$ cat src/shared/ais_consts.vh
/*
  Constants for the converter input-select block: register offset,
  field positions, reset value and multiplexer select codes.
  Assumes inclusion by bare name from the design files.
*/
`ifndef AIS_CONSTS_VH
`define AIS_CONSTS_VH

// ==========================================================
// Register map
`define AIS_SEL_OFFSET 4'h0
`define AIS_SEL_RESET 16'h0000
`define AIS_BUS_OKAY 2'h0
`define AIS_BUS_SLVERR 2'h2

// ==========================================================
// Field positions
`define AIS_B_NEG_HI 15
`define AIS_B_NEG_LO 13
`define AIS_B_POS_HI 12
`define AIS_B_POS_LO 8
`define AIS_A_NEG_HI 7
`define AIS_A_NEG_LO 5
`define AIS_A_POS_HI 4
`define AIS_A_POS_LO 0

// ==========================================================
// Negative input codes
`define AIS_NEG_VREF 3'h0
`define AIS_NEG_AN1 3'h2

// ==========================================================
// Positive input codes
`define AIS_POS_EXT_MAX 5'h0F
`define AIS_POS_HI_FIRST 5'h10
`define AIS_POS_HI_LAST 5'h17
`define AIS_POS_TEMP 5'h18
`define AIS_POS_MEAS 5'h19
`define AIS_POS_RSV0 5'h1A
`define AIS_POS_RSV1 5'h1B
`define AIS_POS_BANDGAP 5'h1C
`define AIS_POS_AGND 5'h1D
`define AIS_POS_ASUP 5'h1E
`define AIS_POS_HALFBAT 5'h1F

// ==========================================================
// Internal source one-hot bits
`define AIS_INT_BANDGAP 0
`define AIS_INT_AGND 1
`define AIS_INT_ASUP 2
`define AIS_INT_HALFBAT 3
`define AIS_INT_TEMP 4
`define AIS_INT_MEAS 5

`endif

$ cat src/rtl/ais_pos_decode.v
/*
  Decoder for one five-bit positive-input select code into one-hot
  external and internal source enables.
  Assumes a registered code; output is purely combinational.
*/
`timescale 1ns/1ns
`include "ais_consts.vh"

module ais_pos_decode #(
  parameter SMALL_PKG = 0
)
(
  input wire [4:0] code,
  output reg [23:0] ext_sel,
  output reg [5:0] int_sel,
  output reg no_buffer
);
  always @*
  begin
    ext_sel = 24'h000000;
    int_sel = 6'h00;
    no_buffer = 1'b0;
    if (code <= `AIS_POS_EXT_MAX)
    begin
      ext_sel[code] = 1'b1;
    end
    else if (code <= `AIS_POS_HI_LAST)
    begin
      // Upper inputs not bonded out on the small package
      if (SMALL_PKG == 0)
      begin
        ext_sel[code] = 1'b1;
      end
    end
    else
    begin
      case (code)
        `AIS_POS_TEMP: int_sel[`AIS_INT_TEMP] = 1'b1;
        `AIS_POS_MEAS: int_sel[`AIS_INT_MEAS] = 1'b1;
        `AIS_POS_BANDGAP:
        begin
          int_sel[`AIS_INT_BANDGAP] = 1'b1;
          no_buffer = 1'b1;
        end
        `AIS_POS_AGND:
        begin
          int_sel[`AIS_INT_AGND] = 1'b1;
          no_buffer = 1'b1;
        end
        `AIS_POS_ASUP:
        begin
          int_sel[`AIS_INT_ASUP] = 1'b1;
          no_buffer = 1'b1;
        end
        `AIS_POS_HALFBAT:
        begin
          int_sel[`AIS_INT_HALFBAT] = 1'b1;
          no_buffer = 1'b1;
        end
        default: int_sel = 6'h00;
      endcase
    end
  end
endmodule // ais_pos_decode

$ cat src/rtl/ais_input_select.v
/*
  Converter channel 0 input-select register behind an AXI4-Lite slave,
  with decoded multiplexer selects for sample sets A and B.
  Assumes one clock aclk and a synchronous active-low reset aresetn.
*/
// The implementer's own choices: the address map and the AXI4-Lite register port.
// Functional notes
// B negative: 000 reference, 010 input 1
// B positive field decodes shared table
// A positive field decodes same table
// Codes 0-15 route external inputs 0-15
// Codes 16-23 route inputs 16-23, package-dependent
// Codes 28-31 select internal sources, unbuffered
// 24 temp sensor, 25 meas unit, 26-27 none
// Temp sensor needs no meas-unit enable
// A negative decodes same as B negative
// Fields read/write, reset to zero
`timescale 1ns/1ns
`include "ais_consts.vh"

module ais_input_select #(
  parameter SMALL_PKG = 0
)
(
  input wire aclk,
  input wire aresetn,
  input wire [3:0] s_axi_awaddr,
  input wire s_axi_awvalid,
  output reg s_axi_awready,
  input wire [31:0] s_axi_wdata,
  input wire [3:0] s_axi_wstrb,
  input wire s_axi_wvalid,
  output reg s_axi_wready,
  output reg [1:0] s_axi_bresp,
  output reg s_axi_bvalid,
  input wire s_axi_bready,
  input wire [3:0] s_axi_araddr,
  input wire s_axi_arvalid,
  output reg s_axi_arready,
  output reg [31:0] s_axi_rdata,
  output reg [1:0] s_axi_rresp,
  output reg s_axi_rvalid,
  input wire s_axi_rready,
  output reg [23:0] samp_a_ext_q,
  output reg [5:0] samp_a_int_q,
  output reg samp_a_nobuf_q,
  output reg samp_a_neg_vref_q,
  output reg samp_a_neg_an1_q,
  output reg [23:0] samp_b_ext_q,
  output reg [5:0] samp_b_int_q,
  output reg samp_b_nobuf_q,
  output reg samp_b_neg_vref_q,
  output reg samp_b_neg_an1_q
);
  // ========================================================
  // Register and bus state
  reg [15:0] sel_q;
  reg [15:0] sel_d;
  reg aw_got_q;
  reg w_got_q;
  reg [3:0] awaddr_q;
  reg [31:0] wdata_q;
  reg [3:0] wstrb_q;
  wire [3:0] wr_addr;
  wire [31:0] wr_data;
  wire [3:0] wr_strb;
  wire aw_take;
  wire w_take;
  wire wr_go;
  wire [2:0] samp_b_neg_sel;
  wire [4:0] samp_b_pos_sel;
  wire [2:0] samp_a_neg_sel;
  wire [4:0] samp_a_pos_sel;
  wire [23:0] a_ext;
  wire [5:0] a_int;
  wire a_nobuf;
  wire [23:0] b_ext;
  wire [5:0] b_int;
  wire b_nobuf;

  assign samp_b_neg_sel = sel_q[`AIS_B_NEG_HI:`AIS_B_NEG_LO];
  assign samp_b_pos_sel = sel_q[`AIS_B_POS_HI:`AIS_B_POS_LO];
  assign samp_a_neg_sel = sel_q[`AIS_A_NEG_HI:`AIS_A_NEG_LO];
  assign samp_a_pos_sel = sel_q[`AIS_A_POS_HI:`AIS_A_POS_LO];

  // ========================================================
  // Write channel: address and data taken in either order
  assign aw_take = s_axi_awvalid & s_axi_awready;
  assign w_take = s_axi_wvalid & s_axi_wready;
  assign wr_addr = aw_got_q ? awaddr_q : s_axi_awaddr;
  assign wr_data = w_got_q ? wdata_q : s_axi_wdata;
  assign wr_strb = w_got_q ? wstrb_q : s_axi_wstrb;
  assign wr_go = (aw_got_q | aw_take) & (w_got_q | w_take) &
                 ~s_axi_bvalid;

  always @*
  begin
    sel_d = sel_q;
    if (wr_go && {wr_addr[3:2], 2'h0} == `AIS_SEL_OFFSET)
    begin
      // Upper two lanes are outside the 16-bit register
      if (wr_strb[0])
        sel_d[7:0] = wr_data[7:0];
      if (wr_strb[1])
        sel_d[15:8] = wr_data[15:8];
    end
  end

  always @(posedge aclk)
  begin
    if (!aresetn)
    begin
      sel_q <= `AIS_SEL_RESET;
      aw_got_q <= 1'b0;
      w_got_q <= 1'b0;
      awaddr_q <= 4'h0;
      wdata_q <= 32'h00000000;
      wstrb_q <= 4'h0;
      s_axi_awready <= 1'b0;
      s_axi_wready <= 1'b0;
      s_axi_bvalid <= 1'b0;
      s_axi_bresp <= `AIS_BUS_OKAY;
    end
    else
    begin
      sel_q <= sel_d;
      if (wr_go)
      begin
        aw_got_q <= 1'b0;
        w_got_q <= 1'b0;
        s_axi_bvalid <= 1'b1;
        s_axi_bresp <= ({wr_addr[3:2], 2'h0} == `AIS_SEL_OFFSET) ?
                       `AIS_BUS_OKAY : `AIS_BUS_SLVERR;
      end
      else
      begin
        if (aw_take)
        begin
          aw_got_q <= 1'b1;
          awaddr_q <= s_axi_awaddr;
        end
        if (w_take)
        begin
          w_got_q <= 1'b1;
          wdata_q <= s_axi_wdata;
          wstrb_q <= s_axi_wstrb;
        end
        if (s_axi_bvalid && s_axi_bready)
          s_axi_bvalid <= 1'b0;
      end
      // Ready only while nothing of that channel is held
      s_axi_awready <= ~aw_got_q & ~aw_take & ~wr_go & ~s_axi_bvalid;
      s_axi_wready <= ~w_got_q & ~w_take & ~wr_go & ~s_axi_bvalid;
    end
  end

  // ========================================================
  // Read channel
  always @(posedge aclk)
  begin
    if (!aresetn)
    begin
      s_axi_arready <= 1'b0;
      s_axi_rvalid <= 1'b0;
      s_axi_rdata <= 32'h00000000;
      s_axi_rresp <= `AIS_BUS_OKAY;
    end
    else
    begin
      if (s_axi_arvalid && s_axi_arready)
      begin
        s_axi_arready <= 1'b0;
        s_axi_rvalid <= 1'b1;
        if ({s_axi_araddr[3:2], 2'h0} == `AIS_SEL_OFFSET)
        begin
          s_axi_rdata <= {16'h0000, sel_q};
          s_axi_rresp <= `AIS_BUS_OKAY;
        end
        else
        begin
          s_axi_rdata <= 32'h00000000;
          s_axi_rresp <= `AIS_BUS_SLVERR;
        end
      end
      else if (s_axi_rvalid)
      begin
        if (s_axi_rready)
          s_axi_rvalid <= 1'b0;
        s_axi_arready <= 1'b0;
      end
      else
        s_axi_arready <= 1'b1;
    end
  end

  // ========================================================
  // Input decoders
  ais_pos_decode #(.SMALL_PKG(SMALL_PKG)) u_dec_a (
    .code(samp_a_pos_sel),
    .ext_sel(a_ext),
    .int_sel(a_int),
    .no_buffer(a_nobuf)
  );

  ais_pos_decode #(.SMALL_PKG(SMALL_PKG)) u_dec_b (
    .code(samp_b_pos_sel),
    .ext_sel(b_ext),
    .int_sel(b_int),
    .no_buffer(b_nobuf)
  );

  // Registered so the analog switch drives never glitch
  always @(posedge aclk)
  begin
    if (!aresetn)
    begin
      samp_a_ext_q <= 24'h000001;
      samp_a_int_q <= 6'h00;
      samp_a_nobuf_q <= 1'b0;
      samp_a_neg_vref_q <= 1'b1;
      samp_a_neg_an1_q <= 1'b0;
      samp_b_ext_q <= 24'h000001;
      samp_b_int_q <= 6'h00;
      samp_b_nobuf_q <= 1'b0;
      samp_b_neg_vref_q <= 1'b1;
      samp_b_neg_an1_q <= 1'b0;
    end
    else
    begin
      samp_a_ext_q <= a_ext;
      samp_a_int_q <= a_int;
      samp_a_nobuf_q <= a_nobuf;
      samp_a_neg_vref_q <= (samp_a_neg_sel == `AIS_NEG_VREF);
      samp_a_neg_an1_q <= (samp_a_neg_sel == `AIS_NEG_AN1);
      samp_b_ext_q <= b_ext;
      samp_b_int_q <= b_int;
      samp_b_nobuf_q <= b_nobuf;
      samp_b_neg_vref_q <= (samp_b_neg_sel == `AIS_NEG_VREF);
      samp_b_neg_an1_q <= (samp_b_neg_sel == `AIS_NEG_AN1);
    end
  end
endmodule // ais_input_select

$ cat config.mk
export PLATFORM = sky130hd
export DESIGN_NAME = ais_input_select
export DESIGN_NICKNAME = d
export VERILOG_FILES = /design/src/rtl/ais_pos_decode.v /design/src/rtl/ais_input_select.v
export VERILOG_INCLUDE_DIRS = /design/src /design/src/shared
export SDC_FILE = /design/constraint.sdc
export NUM_CORES = 1
export LEC_CHECK = 0
export BUFFER_PORTS_ARGS = -buffer_cell sky130_fd_sc_hd__clkbuf_2
export CAP_MARGIN = 15
export CORE_MARGIN = 1.5
export CORE_UTILIZATION = 40
export CTS_BUF_LIST = sky130_fd_sc_hd__clkbuf_8 sky130_fd_sc_hd__clkbuf_16
export DETAILED_ROUTE_END_ITERATION = 8
export PLACE_DENSITY = 0.65
export SETUP_SLACK_MARGIN = 0.15
export SLEW_MARGIN = 25
export SYNTH_ARGS = -nofsm -noshare
export SYNTH_HDL_FRONTEND = slang
export SYNTH_SLANG_ARGS = --single-unit
$ cat constraint.sdc
create_clock -name aclk -period 1.7 [get_ports aclk]
set_input_delay 0.085 -clock aclk [delete_from_list [all_inputs] [get_ports aclk]]
set_output_delay 0.085 -clock aclk [all_outputs]
set_load 0.01 [all_outputs]
==> impl_metrics.env, run 1 <==
export IMPL_yosysUniqueCellTypes=44
export IMPL_drt_iter0_markers=148
export IMPL_hold_class="primary input to register"
export IMPL_clock_path_buffers=2
export IMPL_cts_clk_slew_worst_paths_ns=0.06
export IMPL_ys_ff_latch=127
export IMPL_wl_met1_um=4210
export IMPL_mostFrequentLayoutCells="dfxtp_1 (127), clkbuf_2 (117), nor2_1 (49)"
export IMPL_area_growth_pct=33.7
export IMPL_synth_compound_area_share_pct=5.53
export IMPL_max_stage_delay_ns=0.50
export IMPL_io_pins=158
export IMPL_rsz0062_at_grt="false"
export IMPL_fmax_ghz=0.700
export IMPL_h_tree_depth=4
export IMPL_critPathArrivalTime_ns=1.71
export IMPL_synthAdderAreaFrac_pct=0
export IMPL_drive_above_1_share_pct=32.2
export IMPL_synthArstFlopShare_pct=0
export IMPL_setup_worst_path_end_class="register"
export IMPL_viasPerCell=4.70
export IMPL_grt_pass1_vias=3174
export IMPL_cap_violations=0
export IMPL_period_share_pct=84.0
export IMPL_dr_pass1_iters=4
export IMPL_tns_ns=0
export IMPL_outcome="completed"
export IMPL_postSynthAreaPerCell_sq_um=10.6
export IMPL_vias=3372
export IMPL_die_w_um=109
export IMPL_postCtsSetupBuffers=0
export IMPL_hold_buffers=22
export IMPL_nNetsFinal=615
export IMPL_synthXorXnorAreaFrac_pct=0
export IMPL_syn_inst=425
export IMPL_start_util_pct=41.4
export IMPL_seq_area_frac_synth_pct=56.2
export IMPL_final_common_cell="dfxtp_1"
export IMPL_wl_per_cell_um=13.4
export IMPL_cp_start_kind="register"
export IMPL_core_sq_um=10900
export IMPL_grt_overflow=0
export IMPL_diodes=0
export IMPL_power_density_nw_per_um2=1260
export IMPL_period_minus_slack_ns=1.43
export IMPL_ir_drop_v=0.000701
export IMPL_antenna_found_initial=0
export IMPL_synth_top_family_by_area="simple AND/OR/NAND/NOR gates"
export IMPL_cp_slowest_cell="dfxtp_1"
export IMPL_critPathRequiredTime_ns=1.98
export IMPL_netlist_area_sq_um=4520
export IMPL_ys_warn_count=0
export IMPL_fin_cells=717
export IMPL_path_class="register to register"
export IMPL_fin_hold_ws_ns=0.0336
export IMPL_finalMaxSlewViolations=0
export IMPL_grt_total_usage_pct=16.6
export IMPL_tightestPinTransition_ns=0.606
export IMPL_worstPathMaxFanout=8
export IMPL_dp_hpwl_um=6730
export IMPL_synth_edff_count=0
export IMPL_ys_flop_type="dfxtp_1"
export IMPL_wirelength_um=9580
export IMPL_worst_path_buf_inv=0
export IMPL_place_area_sq_um=5140
export IMPL_fin_area_sq_um=6050
export IMPL_grt_pass1_wl_um=15100
export IMPL_clock_latency_ns=0.40
export IMPL_rows=38
export IMPL_postRouteAntennaNets=0
export IMPL_dieArea_sq_um=12000
export IMPL_muxShareOfSynthArea_pct=12.7
export IMPL_cts_tree="done"
export IMPL_cts_root_buffer="clkbuf_16"
export IMPL_wl_met3_um=539
export IMPL_wl_met2_um=4680
export IMPL_top_layer="met4"
export IMPL_nFillCells=962
export IMPL_p_leak_nw=2.84
export IMPL_place_inst=663
export IMPL_dieHeight_um=109
export IMPL_grt_max_degree=36
export IMPL_cts_resized=0
export IMPL_hold_viol=0
export IMPL_setup_viol=0
export IMPL_cp_top_family="simple AND/OR/NAND/NOR gates"
export IMPL_p_total_mw=7.60
export IMPL_synthSimpleGateAreaFrac_pct=19.0
export IMPL_drc=0
export IMPL_gp_congestion=0.817
export IMPL_cts_made_buffers=17
export IMPL_cts_sink_count=127
export IMPL_slew_headroom_pct=59.6
export IMPL_crit_chain="a21oi_4 > nor3_4 > nand3_4 > mux2i_1"
export IMPL_fin_skew_ns=0.00586
export IMPL_io_buffers=117
## kinds of logic after synthesis
| kind of cell | after synthesis |
|---|---|
| compound gates | 28 |
| buf+inv | 48 |
| flops | 127 |
| mux | 55 |
| other cells | 1 |
| simple gates | 166 |
## area by class of cell
class	count	area, sq um	area share [%]
Sequential cell	127	2540	42.1
Multi-Input combinational cell	267	1750	29.0
Timing Repair Buffer	148	886	14.7
Clock buffer	20	467	7.72
Clock inverter	12	214	3.54
Tap cell	140	175	2.90
Inverter	3	11.3	0.186
## path summary, 6_finish.rpt
kind,start,endpoint,slack [ns],cells after the start
hold reg to reg,s_axi_rvalid,s_axi_arready,0.45,1
setup / recovery,w_got_q,sel_q[4],0.27,4
hold / removal,s_axi_arvalid,s_axi_rresp[1],0.03,3
setup reg to reg,w_got_q,sel_q[4],0.27,4
## cell usage after synthesis (all sizes together) (3+ instances only)
| cell | instances | share of area, % |
|---|---|---|
| buf | 31 | 5.1 |
| nor2b | 24 | 3.3 |
| dfxtp | 127 | 56 |
| nand2b | 7 | 0.97 |
| mux2 | 18 | 4.5 |
| nor2 | 49 | 4.1 |
| nor3 | 17 | 2.2 |
| or3b | 3 | 0.58 |
| nand3 | 6 | 1.2 |
| mux2i | 37 | 8.2 |
| clkbuf | 14 | 1.2 |
| and2 | 3 | 0.42 |
| nor3b | 3 | 0.50 |
| o31ai | 3 | 0.50 |
| a21oi | 3 | 0.83 |
| a22o | 14 | 2.7 |
| nand3b | 5 | 0.83 |
| inv | 3 | 0.25 |
| nand2 | 38 | 3.2 |
## routing by layer
metal  global-route usage [%]  up-vias
met5                        0        -
met1                     20.4     1589
met2                     26.8       99
met4                     7.05        0
li1                         -     1672
met3                     5.28       12
## sequential cells by signal (all words and copies together) (netlist names), 2 cells and up
register      cells
sel_q            16
s_axi_rdata      16
wdata_q          16
samp_a_int_q      6
wstrb_q           2
samp_a_ext_q     24
samp_b_ext_q     24
samp_b_int_q      6
awaddr_q          2
## tightest hold or removal path: stages
cell,delay [ns]
clkbuf_2,0.10
a21oi_1,0.15
nor3b_1,0.06
## per-stage QoR
stage               setup WS [ns]  utilization (%)
finish                      0.272             55.3
global route                0.157             55.3
CTS                         0.246             55.3
detailed placement          0.275             47.0
global placement            0.313             47.0
floorplan                   0.387                -
## power breakdown
group | switching [mW] | internal, mW | total (mW)
Sequential | 0.0428 | 3.03 | 3.07
Clock | 1.26 | 2.85 | 4.11
Combinational | 0.208 | 0.210 | 0.418
Total | 1.51 | 6.09 | 7.60
No activity file was read; power rests on OpenSTA's default activity.
==> run 2: changes to the inputs <==
Clock period 1.7 ns to 1.45 ns, I/O delays scaled along.
==> impl_metrics.env, run 2 (same netlist as run 1, synthesis figures left out) <==
export IMPL_cp_slowest_cell="dfxtp_4"
export IMPL_wirelength_um=9620
export IMPL_vias=3335
export IMPL_nNetsFinal=619
export IMPL_cts_sink_count=127
export IMPL_fmax_ghz=0.785
export IMPL_wl_per_cell_um=13.3
export IMPL_dr_pass1_iters=4
export IMPL_critPathArrivalTime_ns=1.57
export IMPL_viasPerCell=4.63
export IMPL_rr_worst_depth=5
export IMPL_dieArea_sq_um=12000
export IMPL_dp_slack_ns=0.0498
export IMPL_path_class="register to register"
export IMPL_postRouteAntennaNets=0
export IMPL_period_share_pct=87.9
export IMPL_mostFrequentLayoutCells="dfxtp_1 (122), clkbuf_2 (117), nor2_1 (49)"
export IMPL_worst_path_buf_inv=1
export IMPL_whs_path_depth=3
export IMPL_grt_pass1_vias=3029
export IMPL_finalMaxSlewViolations=0
export IMPL_grt_overflow=0
export IMPL_hp_start="s_axi_arvalid"
export IMPL_drc=0
export IMPL_critPathRequiredTime_ns=1.75
export IMPL_tns_ns=0
export IMPL_setup_viol=0
export IMPL_cp_top_family="flip-flops"
export IMPL_rows=38
export IMPL_dp_hpwl_um=6600
export IMPL_max_stage_delay_ns=0.36
export IMPL_rsz0062_at_grt="true"
export IMPL_reg_largest_list="samp_a_ext_q (24), samp_b_ext_q (24)"
export IMPL_outcome="completed"
export IMPL_diodes=0
export IMPL_setup_worst_path_end_class="register"
export IMPL_cts_made_buffers=17
export IMPL_hold_viol=0
export IMPL_antenna_found_initial=0
export IMPL_cp_start_kind="register"
export IMPL_io_pins=158
export IMPL_nFillCells=978
export IMPL_ir_drop_v=0.000777
export IMPL_io_buffers=117
export IMPL_final_common_cell="dfxtp_1"
export IMPL_cts_clk_slew_worst_paths_ns=0.06
export IMPL_grt_pass1_wl_um=14400
export IMPL_hold_class="primary input to register"
export IMPL_clock_latency_ns=0.41
export IMPL_drt_iter0_markers=172
export IMPL_grt_max_degree=36
export IMPL_h_tree_depth=4
export IMPL_core_sq_um=10900
export IMPL_period_minus_slack_ns=1.27
export IMPL_clock_path_buffers=2
export IMPL_die_w_um=109
export IMPL_crit_start="s_axi_awready"
export IMPL_area_growth_pct=33.3
export IMPL_hold_end="s_axi_rresp[1]"
export IMPL_p_leak_nw=2.81
export IMPL_start_util_pct=41.4
export IMPL_crit_chain="a21oi_4 > o211ai_4 > clkbuf_16 > mux2i_1 > nor2b_1"
export IMPL_cts_tree="done"
export IMPL_cts_root_buffer="clkbuf_16"
export IMPL_power_density_nw_per_um2=1370
export IMPL_r2r_slack_ns=0.18
export IMPL_worst_slack_ns=0.176
export IMPL_grt_total_usage_pct=16.1
export IMPL_cap_violations=0
export IMPL_r2r_end="wdata_q[4]"
export IMPL_fin_hold_ws_ns=0.0118
export IMPL_drive_above_1_share_pct=33.9
export IMPL_fin_skew_ns=0.00673
export IMPL_dieHeight_um=109
export IMPL_worstPathMaxFanout=9
export IMPL_gp_congestion=0.805
export IMPL_worstReg2RegStart="s_axi_awready"
## run 2: changes by cell type in the layout (fill, tap and decap cells not counted), sizes merged
cell         previous run  this run
buf                     9        11
bufinv                  6         2
clkbuf                137       136
clkinv                  3         5
clkinvlp                1         6
dlygate4sd3            22        23
inv                     5         4
## run 2: worst max path at each step
stage,to,slack (ns),cells after the start
4_1_cts,s_axi_bresp[1],0.14,5
3_3_place_gp,sel_q[12],0.08,4
6_report,wdata_q[4],0.18,5
3_5_place_dp,sel_q[10],0.05,4
2_1_floorplan,sel_q[0],0.20,4
5_1_grt,sel_q[6],0.08,4
## run 2: metal layers
metal / share of wire, % / GRT usage [%]
met1: 45 / 19.4
met4: 0.95 / 7.24
met5: 0 / 0
met3: 5.7 / 5.22
met2: 49 / 26.2
## run 2: through the flow
| step | utilization [%] | cell area [sq um] | instances | power, mW |
|---|---|---|---|---|
| floorplan | - | 4590 | 442 | 4.03 |
| CTS | 54.8 | 5990 | 720 | 8.29 |
| global route | 55.1 | 6030 | 721 | 8.51 |
| detailed placement | 47.2 | 5170 | 664 | 4.13 |
| global placement | 47.2 | 5170 | 664 | 4.12 |
| finish | 55.1 | 6030 | 721 | 8.23 |
## run 2: worst min-delay path: cells and delay by family
kind,cells,cell delay [ns]
buffers and inverters,1,0.10
AO/OA/AOI/OAI,1,0.15
AND/OR/NAND/NOR,1,0.06
## run 2: final cells by class
type | instances | area (sq um) | share of cell area [%]
Tap cell | 140 | 175 | 2.91
Sequential cell | 127 | 2550 | 42.3
Clock buffer | 18 | 439 | 7.29
Timing Repair Buffer | 152 | 948 | 15.7
Clock inverter | 14 | 143 | 2.37
Inverter | 3 | 11.3 | 0.187
Multi-Input combinational cell | 267 | 1760 | 29.2
## run 2: repair_timing
action                                  in CTS  in global routing
setup buffers                                1                  0
resized for setup                            3                  4
hold buffers                                23                  0
endpoints found under the setup margin      21                 40
pin swaps                                    3                  4
hold endpoints to repair                    22                  0
gates cloned                                 0                  1
## run 2: report_power, final
part	leakage [nW]	switching [mW]	internal, mW
Combinational	1.51	0.251	0.266
Sequential	1.03	0.0500	3.55
Clock	0.270	1.55	2.56
